==> config.mk <==
export PLATFORM = sky130hd
export DESIGN_NAME = usb_host_token_sof_regs
export DESIGN_NICKNAME = d
export VERILOG_FILES = /design/src/hdl/sof_interval_timer.v /design/src/hdl/token_launcher.v /design/src/hdl/usb_host_token_sof_regs.v
export VERILOG_INCLUDE_DIRS = /design/src /design/src/hdl
export SDC_FILE = /design/constraint.sdc
export NUM_CORES = 1
export LEC_CHECK = 0
export ABC_CLOCK_PERIOD_IN_PS = 3500
export BUFFER_PORTS_ARGS = -buffer_cell sky130_fd_sc_hd__clkbuf_2
export CAP_MARGIN = 25
export CORE_UTILIZATION = 30
export CTS_BUF_LIST = sky130_fd_sc_hd__clkbuf_16
export CTS_CLUSTER_SIZE = 40
export DETAILED_ROUTE_END_ITERATION = 10
export PLACE_DENSITY = 0.62
export RECOVER_POWER = 25
export SETUP_SLACK_MARGIN = 0.05
export SYNTH_ARGS = -nofsm -noshare
export SYNTH_HDL_FRONTEND = slang
export SYNTH_SLANG_ARGS = --single-unit
==> constraint.sdc <==
create_clock -name mclk -period 3.5 [get_ports mclk]
set_clock_uncertainty 0.2 [all_clocks]
set_input_delay 0.7 -clock mclk [delete_from_list [all_inputs] [get_ports mclk]]
set_output_delay 0.7 -clock mclk [all_outputs]
set_load 0.01 [all_outputs]
==> src/hdl/usb_host_consts.vh <==
`ifndef USB_HOST_CONSTS_VH
`define USB_HOST_CONSTS_VH
// Notes on behaviour
// - low page bits 7..1 give table base bits 15..9; bit 0 reads zero.
// - table base is 512-byte aligned; base bits 8..0 are always zero.
// - middle page gives base bits 23..16; read/write, resets to zero.
// - high page gives base bits 31..24 as a full byte.
// - an 11-bit frame number is kept; low byte readable in frame low.
// - frame high is read-only: bits 2..0 frame 10..8, rest zero.
// - in host mode a token write starts a transaction to the address reg.
// - handshake and retry policy come from endpoint zero control.
// - token holds endpoint in bits 7..4 and type in bits 3..0.
// - host 14-bit sof counter reloads with 12000; zero sends sof.
// - at the threshold no new token starts until sof has gone out.
// - sof threshold is an 8-bit byte-time guard, used in host mode only.
// - busy is raised while a token runs; no new token until clear.
// - host select bit together with the enable bit places the controller in host mode.
// - host sends the seven-bit address value with each token.

`define OFF_CONTROL     24'h1c0094
`define OFF_ADDRESS     24'h1c0098
`define OFF_PAGE_LOW    24'h1c009c
`define OFF_FRAME_LOW   24'h1c00a0
`define OFF_FRAME_HIGH  24'h1c00a4
`define OFF_TOKEN       24'h1c00a8
`define OFF_SOF_GUARD   24'h1c00ac
`define OFF_PAGE_MID    24'h1c00b0
`define OFF_PAGE_HIGH   24'h1c00b4
`define OFF_EP0_CTRL    24'h1c00c0

`define RST_BYTE        8'h00
`define RST_BIT         1'b0
`define RST_PAGE_LOW    7'h00
`define RST_FRAME       11'h000

`define CTL_ENABLE_BIT  0
`define CTL_HOST_BIT    3
`define CTL_BUSY_BIT    5
`define ADR_LS_BIT      7
`define EP0_HSHK_BIT    0
`define EP0_NORETRY_BIT 6
`define EP0_NOHUB_BIT   7
`define TABLE_ALIGN_BIT 9

`define PID_OUT         4'h1
`define PID_IN          4'h9
`define PID_SETUP       4'hd

// 12000 bit times at 12 Mbit/s make the 1 ms frame
`define SOF_RELOAD      14'h2ee0
`define BITS_PER_BYTE   8
`endif

==> src/hdl/sof_interval_timer.v <==
`timescale 1ns/1ns
`include "usb_host_consts.vh"
module sof_interval_timer #(
  parameter              CNT_W  = 14,
  parameter [CNT_W-1:0]  RELOAD = `SOF_RELOAD
) (
  input  wire            mclk,
  input  wire            rst_n,
  input  wire            run,
  input  wire            bitTick,
  input  wire [7:0]      guardBytes,
  output wire            guard,
  output reg             sofSend
);
  reg  [CNT_W-1:0] count_r;
  wire [CNT_W-1:0] guardBits;

  // guard is counted in byte times, the counter in bit times
  assign guardBits = {{(CNT_W-11){1'b0}}, guardBytes, 3'b000};
  assign guard     = run && (count_r <= guardBits);

  always @(posedge mclk) begin
    if (!rst_n) begin
      count_r <= RELOAD;
      sofSend <= 1'b0;
    end else begin
      sofSend <= 1'b0;
      if (!run) begin
        count_r <= RELOAD;
      end else if (bitTick) begin
        if (count_r == {CNT_W{1'b0}}) begin
          count_r <= RELOAD;
          sofSend <= 1'b1;
        end else begin
          count_r <= count_r - 1'b1;
        end
      end
    end
  end
endmodule // sof_interval_timer

==> src/hdl/token_launcher.v <==
`timescale 1ns/1ns
module token_launcher #(
  parameter              CMD_W = 19
) (
  input  wire            mclk,
  input  wire            rst_n,
  input  wire            abort,
  input  wire            writeCmd,
  input  wire [CMD_W-1:0] cmdIn,
  input  wire            hold,
  input  wire            done,
  output reg             busy,
  output reg             start,
  output reg  [CMD_W-1:0] cmdOut
);
  reg pending_r;

  always @(posedge mclk) begin
    if (!rst_n) begin
      busy      <= 1'b0;
      pending_r <= 1'b0;
      start     <= 1'b0;
      cmdOut    <= {CMD_W{1'b0}};
    end else begin
      start <= 1'b0;
      if (abort) begin
        busy      <= 1'b0;
        pending_r <= 1'b0;
      end else if (writeCmd && !busy) begin
        busy      <= 1'b1;
        pending_r <= 1'b1;
        cmdOut    <= cmdIn;
      end else if (pending_r && !hold) begin
        // held back while hold is high: the sof guard window is open or sof is being sent
        pending_r <= 1'b0;
        start     <= 1'b1;
      end else if (done && busy && !pending_r) begin
        busy <= 1'b0;
      end
    end
  end
endmodule // token_launcher

==> src/hdl/usb_host_token_sof_regs.v <==
`timescale 1ns/1ns
`include "usb_host_consts.vh"
module usb_host_token_sof_regs #(
  parameter              ADDR_W     = 24,
  parameter              SOF_CNT_W  = 14,
  parameter [SOF_CNT_W-1:0] SOF_RELOAD = `SOF_RELOAD
) (
  input  wire            mclk,
  input  wire            rst_n,
  input  wire            psel,
  input  wire            penable,
  input  wire            pwrite,
  input  wire [ADDR_W-1:0] paddr,
  input  wire [31:0]     pwdata,
  output wire [31:0]     prdata,
  output wire            pready,
  output wire            pslverr,
  input  wire            bitTick,
  input  wire            tokenDone,
  output wire            tokenStart,
  output wire [3:0]      tokenType,
  output wire [3:0]      tokenEndpoint,
  output wire [6:0]      tokenAddress,
  output wire            tokenLowSpeed,
  output wire            tokenHandshake,
  output wire            tokenRetryOff,
  output wire            tokenDirectLow,
  output wire            tokenBusy,
  output wire            sofSend,
  output wire [10:0]     frameNumber,
  output wire [31:0]     tableBase,
  output wire            hostMode
);

  ////////////////////////////////////////////////////////////////////////
  // register selects

  localparam [3:0] SEL_CONTROL = 4'h0;
  localparam [3:0] SEL_ADDRESS = 4'h1;
  localparam [3:0] SEL_PG_LOW  = 4'h2;
  localparam [3:0] SEL_FR_LOW  = 4'h3;
  localparam [3:0] SEL_FR_HIGH = 4'h4;
  localparam [3:0] SEL_TOKEN   = 4'h5;
  localparam [3:0] SEL_GUARD   = 4'h6;
  localparam [3:0] SEL_PG_MID  = 4'h7;
  localparam [3:0] SEL_PG_HIGH = 4'h8;
  localparam [3:0] SEL_EP0     = 4'h9;
  localparam [3:0] SEL_NONE    = 4'hf;
  localparam       CMD_W       = 19;
  localparam       NUM_REGS    = 10;

  function [3:0] regSelect;
    input [ADDR_W-1:0] a;
    begin
      case (a)
        `OFF_CONTROL:    regSelect = SEL_CONTROL;
        `OFF_ADDRESS:    regSelect = SEL_ADDRESS;
        `OFF_PAGE_LOW:   regSelect = SEL_PG_LOW;
        `OFF_FRAME_LOW:  regSelect = SEL_FR_LOW;
        `OFF_FRAME_HIGH: regSelect = SEL_FR_HIGH;
        `OFF_TOKEN:      regSelect = SEL_TOKEN;
        `OFF_SOF_GUARD:  regSelect = SEL_GUARD;
        `OFF_PAGE_MID:   regSelect = SEL_PG_MID;
        `OFF_PAGE_HIGH:  regSelect = SEL_PG_HIGH;
        `OFF_EP0_CTRL:   regSelect = SEL_EP0;
        default:         regSelect = SEL_NONE;
      endcase
    end
  endfunction

  // pid check is used only by the token write filter
  function pidValid;
    input [3:0] pid;
    begin
      case (pid)
        `PID_OUT:   pidValid = 1'b1;
        `PID_IN:    pidValid = 1'b1;
        `PID_SETUP: pidValid = 1'b1;
        default:    pidValid = 1'b0;
      endcase
    end
  endfunction

  ////////////////////////////////////////////////////////////////////////
  // storage

  reg        usbEnable_r;
  reg        hostSel_r;
  reg [7:0]  address_r;
  reg [6:0]  pageLow_r;
  reg [7:0]  pageMid_r;
  reg [7:0]  pageHigh_r;
  reg [7:0]  token_r;
  reg [7:0]  guard_r;
  reg [7:0]  ep0Ctrl_r;
  reg [10:0] frame_r;
  reg [10:0] frame_nxt;
  reg [31:0] rdData_r;
  reg        slvErr_r;
  reg [7:0]  rdByte;

  wire             setupPhase;
  wire             accessPhase;
  wire             wrAccess;
  wire [3:0]       setupSel;
  wire [3:0]       accessSel;
  wire [7:0]       wByte;
  wire             tokenWrite;
  wire             timerRun;
  wire             guardWin;
  wire             busy;
  wire [CMD_W-1:0] cmdIn;
  wire [CMD_W-1:0] cmdOut;
  wire [NUM_REGS-1:0] wrStrobe;

  ////////////////////////////////////////////////////////////////////////
  // apb slave: zero wait states, read data captured in the setup cycle

  assign setupPhase  = psel && !penable;
  assign accessPhase = psel && penable;
  assign pready      = accessPhase;
  assign pslverr     = accessPhase && slvErr_r;
  assign prdata      = rdData_r;
  assign setupSel    = regSelect(paddr);
  assign accessSel   = regSelect(paddr);
  assign wrAccess    = accessPhase && pwrite && !slvErr_r;
  assign wByte       = pwdata[7:0];

  ////////////////////////////////////////////////////////////////////////
  // readback

  // read data is latched at setup, so the access phase needs no wait
  always @* begin
    rdByte = 8'h00;
    case (setupSel)
      SEL_CONTROL: begin
        rdByte[`CTL_ENABLE_BIT] = usbEnable_r;
        rdByte[`CTL_HOST_BIT]   = hostSel_r;
        rdByte[`CTL_BUSY_BIT]   = busy;
      end
      SEL_ADDRESS: rdByte = address_r;
      SEL_PG_LOW:  rdByte = {pageLow_r, 1'b0};
      SEL_FR_LOW:  rdByte = frame_r[7:0];
      SEL_FR_HIGH: rdByte = {5'h00, frame_r[10:8]};
      SEL_TOKEN:   rdByte = token_r;
      SEL_GUARD:   rdByte = guard_r;
      SEL_PG_MID:  rdByte = pageMid_r;
      SEL_PG_HIGH: rdByte = pageHigh_r;
      SEL_EP0:     rdByte = ep0Ctrl_r;
      default:     rdByte = 8'h00;
    endcase
  end

  always @(posedge mclk) begin
    if (!rst_n) begin
      rdData_r <= 32'h0000_0000;
      slvErr_r <= 1'b0;
    end else if (setupPhase) begin
      // narrow registers sit in the low byte, upper bits read zero
      rdData_r <= {24'h00_0000, rdByte};
      slvErr_r <= (setupSel == SEL_NONE);
    end
  end

  ////////////////////////////////////////////////////////////////////////
  // write strobes

  // one decode per select code keeps the register processes plain
  // the frame count strobes stay unused: those registers are read-only
  genvar g;
  generate
    for (g = 0; g < NUM_REGS; g = g + 1) begin : gWrStrobe
      assign wrStrobe[g] = wrAccess && ({28'h000_0000, accessSel} == g);
    end
  endgenerate

  ////////////////////////////////////////////////////////////////////////
  // control and address

  // busy is owned by the launcher, a write clears it only by leaving host mode
  always @(posedge mclk) begin
    if (!rst_n) begin
      usbEnable_r <= `RST_BIT;
      hostSel_r   <= `RST_BIT;
    end else if (wrStrobe[SEL_CONTROL]) begin
      usbEnable_r <= wByte[`CTL_ENABLE_BIT];
      hostSel_r   <= wByte[`CTL_HOST_BIT];
    end
  end

  always @(posedge mclk) begin
    if (!rst_n) begin
      address_r <= `RST_BYTE;
    end else if (wrStrobe[SEL_ADDRESS]) begin
      address_r <= wByte;
    end
  end

  ////////////////////////////////////////////////////////////////////////
  // descriptor table pages

  always @(posedge mclk) begin
    if (!rst_n) begin
      pageLow_r <= `RST_PAGE_LOW;
    end else if (wrStrobe[SEL_PG_LOW]) begin
      pageLow_r <= wByte[7:1];
    end
  end

  always @(posedge mclk) begin
    if (!rst_n) begin
      pageMid_r <= `RST_BYTE;
    end else if (wrStrobe[SEL_PG_MID]) begin
      pageMid_r <= wByte;
    end
  end

  always @(posedge mclk) begin
    if (!rst_n) begin
      pageHigh_r <= `RST_BYTE;
    end else if (wrStrobe[SEL_PG_HIGH]) begin
      pageHigh_r <= wByte;
    end
  end

  ////////////////////////////////////////////////////////////////////////
  // threshold and endpoint zero control

  always @(posedge mclk) begin
    if (!rst_n) begin
      guard_r <= `RST_BYTE;
    end else if (wrStrobe[SEL_GUARD]) begin
      guard_r <= wByte;
    end
  end

  always @(posedge mclk) begin
    if (!rst_n) begin
      ep0Ctrl_r <= `RST_BYTE;
    end else if (wrStrobe[SEL_EP0]) begin
      ep0Ctrl_r <= wByte;
    end
  end

  ////////////////////////////////////////////////////////////////////////
  // token command

  // a write while busy, outside host mode or with a bad pid is dropped
  assign tokenWrite = wrStrobe[SEL_TOKEN]
                      && hostMode && !busy
                      && pidValid(wByte[3:0]);

  always @(posedge mclk) begin
    if (!rst_n) begin
      token_r <= `RST_BYTE;
    end else if (tokenWrite) begin
      token_r <= wByte;
    end
  end

  // address and endpoint zero policy are sampled at the token write
  assign cmdIn = {ep0Ctrl_r[`EP0_NOHUB_BIT],
                  ep0Ctrl_r[`EP0_NORETRY_BIT],
                  ep0Ctrl_r[`EP0_HSHK_BIT],
                  address_r[`ADR_LS_BIT],
                  address_r[6:0],
                  wByte[7:4],
                  wByte[3:0]};

  token_launcher #(
    .CMD_W    (CMD_W)
  ) launcher (
    .mclk     (mclk),
    .rst_n    (rst_n),
    .abort    (!hostMode),
    .writeCmd (tokenWrite),
    .cmdIn    (cmdIn),
    .hold     (guardWin || sofSend),
    .done     (tokenDone),
    .busy     (busy),
    .start    (tokenStart),
    .cmdOut   (cmdOut)
  );

  ////////////////////////////////////////////////////////////////////////
  // token fields

  assign tokenType      = cmdOut[3:0];
  assign tokenEndpoint  = cmdOut[7:4];
  assign tokenAddress   = cmdOut[14:8];
  assign tokenLowSpeed  = cmdOut[15];
  assign tokenHandshake = cmdOut[16];
  assign tokenRetryOff  = cmdOut[17];
  assign tokenDirectLow = cmdOut[18];
  assign tokenBusy      = busy;

  ////////////////////////////////////////////////////////////////////////
  // start-of-frame timing

  assign hostMode = hostSel_r && usbEnable_r;
  // sof stops when the module is disabled or leaves host mode
  assign timerRun = hostMode;

  sof_interval_timer #(
    .CNT_W      (SOF_CNT_W),
    .RELOAD     (SOF_RELOAD)
  ) sofTimer (
    .mclk       (mclk),
    .rst_n      (rst_n),
    .run        (timerRun),
    .bitTick    (bitTick),
    .guardBytes (guard_r),
    .guard      (guardWin),
    .sofSend    (sofSend)
  );

  ////////////////////////////////////////////////////////////////////////
  // frame number

  always @* begin
    frame_nxt = frame_r;
    if (sofSend) begin
      frame_nxt = frame_r + 11'h001;
    end
  end

  always @(posedge mclk) begin
    if (!rst_n) begin
      frame_r <= `RST_FRAME;
    end else begin
      frame_r <= frame_nxt;
    end
  end

  assign frameNumber = frame_r;

  ////////////////////////////////////////////////////////////////////////
  // descriptor table base

  // bits below the alignment bit are wired to zero, never stored
  assign tableBase = {pageHigh_r, pageMid_r, pageLow_r,
                      {`TABLE_ALIGN_BIT{1'b0}}};

endmodule // usb_host_token_sof_regs

==> impl_metrics.tcl <==
set metrics [dict create \
    gp_congestion 0.931 \
    drive_gt1_share_pct 17.8 \
    drcViolationCount 0 \
    timing.fmax_mhz 349 \
    cts_resized 0 \
    crit_fanout 10 \
    synth_flop_cell "dfxtp_1" \
    async_reset_ff_share_pct 0 \
    syn_area_mm2 0.00591 \
    io_buffers 105 \
    hold_depth 2 \
    synth_fa_ha_area_share_pct 2.33 \
    dieHeight_um 142 \
    final_common_cell "dfxtp_1" \
    synth_area_per_cell_um2 8.76 \
    grt_pass1_wl_mm 27.1 \
    min_path_type "register to register" \
    reg2reg_slack_ns 1.25 \
    min_from "launcher.cmdOut[4]" \
    end_kind "register" \
    fp-row-count 50 \
    clock_path_buffers 2 \
    antenna_found_initial 0 \
    first_global_vias 4880 \
    wl_per_cell_um 16.4 \
    arrival_ns 2.94 \
    syn2layout_area_growth_pct 22.6 \
    viasPerCell 4.95 \
    mostFrequentLayoutCells "dfxtp_1, nand2_1, clkbuf_2" \
    cap_violations 0 \
    synth_top_family_by_area "simple AND/OR/NAND/NOR gates" \
    post-route-min-period_ns 2.86 \
    r2r_start "sofTimer.count_r[4]" \
    dieArea_mm2 0.0203 \
    core_area_mm2 0.0190 \
    cp_common_cell "nand2_1" \
    synth_compound_area_share_pct 15.7 \
    crit_slowest_cell "or3_1" \
    tritoncts "done" \
    hold_buffers 0 \
    crit_chain "clkbuf_2 > nor4b_4 > nand4_4 > or3_1 > nor3_4 > nand2_1 > nand2_1 > a21boi_0" \
    max_stage_delay_ns 0.57 \
    vias 5237 \
    antenna_left 0 \
    antennaDiodeCount 0 \
    n_fill_cell 2033 \
    grt_max_degree 97 \
    rsz0062_at_grt "false" \
    grt_usage_pct 17.6 \
    leakage_uw 0.00269 \
    hpwl_mm 12.9 \
    max-slew-margin-rel_pct 48.1 \
    wl_mm 17.3 \
    start_util_pct 31.1 \
    pin_count 163 \
    grt-ovfl-total 0 \
    yosys_warnings 0 \
    cts_root_buf "clkbuf_16" \
    rr_endpoint "sofTimer.count_r[13]" \
    cts-htree-levels 4 \
    maxSlewViolCount 0 \
    drt_iter0_markers 418 \
    setup.worst_path.start_class "primary input" \
    setup_violations 0 \
    clk_latency_ns 0.41 \
    clk_pin_slew_worst_paths_ns 0.05 \
    yosys.area_share.simple_pct 26.2 \
    p_per_area_mw_per_mm2 462 \
    die_w_um 142 \
    hold_end "launcher.cmdOut[4]" \
    synth_cell_types 65 \
    cts.sinks 114 \
    numCtsBuffers 17 \
    hold_violations 0 \
    final_nets 858 \
    first_pass_iters 5 \
    crit_type "primary input to register" \
    synth_edf_count 0 \
    tns_ns 0 \
    cts_setup_buffers 0 \
    tightest_slew_ns 0.774 \
    status "completed" \
    yosysSeqAreaShare_pct 38.6 \
    r2r_cells 6 \
    irDropWorstVdd_v 0.000341 \
    syn-instance-count 675 \
    fin_crit_sh_pct 81.8 \
    synth_seq_cells 114 \
    synth_mux_area_share_pct 5.84 \
    report.power.total_uw 3350 \
    synthXorXnorAreaFrac_pct 3.41 \
    crit_required_ns 3.58 \
]
## through the flow
stage	util, %	hold WS, ns	cells	area [um2]	worst slack (ns)
after floorplan	-	0.228	707	6030	0.656
after global placement	35.0	0.245	1025	6660	0.281
after detailed placement	35.0	0.246	1025	6660	0.215
after CTS	38.4	0.253	1057	7300	0.608
after global routing	38.1	0.278	1057	7250	0.474
final	38.1	0.251	1057	7250	0.638
## worst max-delay path, delay by kind of cell
| family | cells | cell delay [ns] |
|---|---|---|
| AOI/OAI and AO/OA | 1 | 0.10 |
| buffers and inverters | 1 | 0.10 |
| and+or+nand+nor | 6 | 2.03 |
## power breakdown
| part | switching [uW] | total [uW] | leakage [uW] | internal (uW) |
|---|---|---|---|---|
| clock network | 617 | 1870 | 0.000306 | 1260 |
| logic | 109 | 167 | 0.00147 | 58.5 |
| registers | 2.90 | 1310 | 0.000919 | 1300 |
## cell usage after synthesis, drive strengths merged (6+ instances only)
cell type  count  share of area, %
a222oi         7               1.2
and3          10               1.1
buf           43               5.3
xnor2         17               2.5
dfxtp        114                39
a31oi         10               1.1
nor2b         34               3.6
nor2          24               1.5
o21ai         15               1.3
nand3         35               3.0
clkbuf        27               1.7
ha            11               2.3
a21oi         16               1.4
mux2i         30               5.1
and2          15               1.6
nand2b         8              0.85
nor4          11               2.1
nand4          8               1.1
xor2           6              0.89
inv           14              0.89
a21boi        44               5.6
nor3          13               1.6
nand2         99               6.3
## sequential cells by signal, indices dropped and copies added, names as in the netlist
name                count
sofTimer.count_r       14
ep0Ctrl_r               8
prdata                  8
launcher.start          1
hostSel_r               1
sofTimer.sofSend        1
address_r               8
pageLow_r               7
slvErr_r                1
launcher.busy           1
frameNumber            11
guard_r                 8
launcher.cmdOut        19
pageHigh_r              8
usbEnable_r             1
pageMid_r               8
launcher.pending_r      1
token_r                 8
## worst max path at each step
stage,endpoint,slack [ns],start
6_report,pageMid_r[2],0.64,paddr[17]
5_1_grt,pageMid_r[2],0.47,paddr[17]
4_1_cts,pageMid_r[2],0.61,paddr[17]
3_5_place_dp,pageMid_r[0],0.21,paddr[17]
3_3_place_gp,guard_r[0],0.28,paddr[10]
2_1_floorplan,pageHigh_r[0],0.66,paddr[5]
## layout make-up
| class | count | area (um2) | area share [%] |
|---|---|---|---|
| multi-input cells | 509 | 3290 | 45.3 |
| clock buffers | 17 | 425 | 5.87 |
| inverters | 14 | 52.6 | 0.725 |
| well taps | 260 | 325 | 4.49 |
| clock inverters | 15 | 214 | 2.95 |
| repair buffers | 128 | 664 | 9.16 |
| flip-flops and latches | 114 | 2280 | 31.5 |
## kinds of logic (layout without fill, tap and decap cells)
kind of cell / Yosys count / count (layout)
muxes: 34 / 34
buffers and inverters: 84 / 174
and+or+nand+nor: 279 / 279
other: 1 / 33
AOI/OAI and AO/OA: 129 / 129
xor gates and xnor gates: 23 / 23
DFF: 114 / 114
adders and majority gates: 11 / 11
## layer usage
layer	global-route usage [%]	wire length, um	share of wire, %
met1	22.3	7750	45
met2	28.5	7900	46
met3	4.95	1260	7.3
met4	6.34	406	2.3
met5	0	0	0
(Power assumes the default switching activity.)
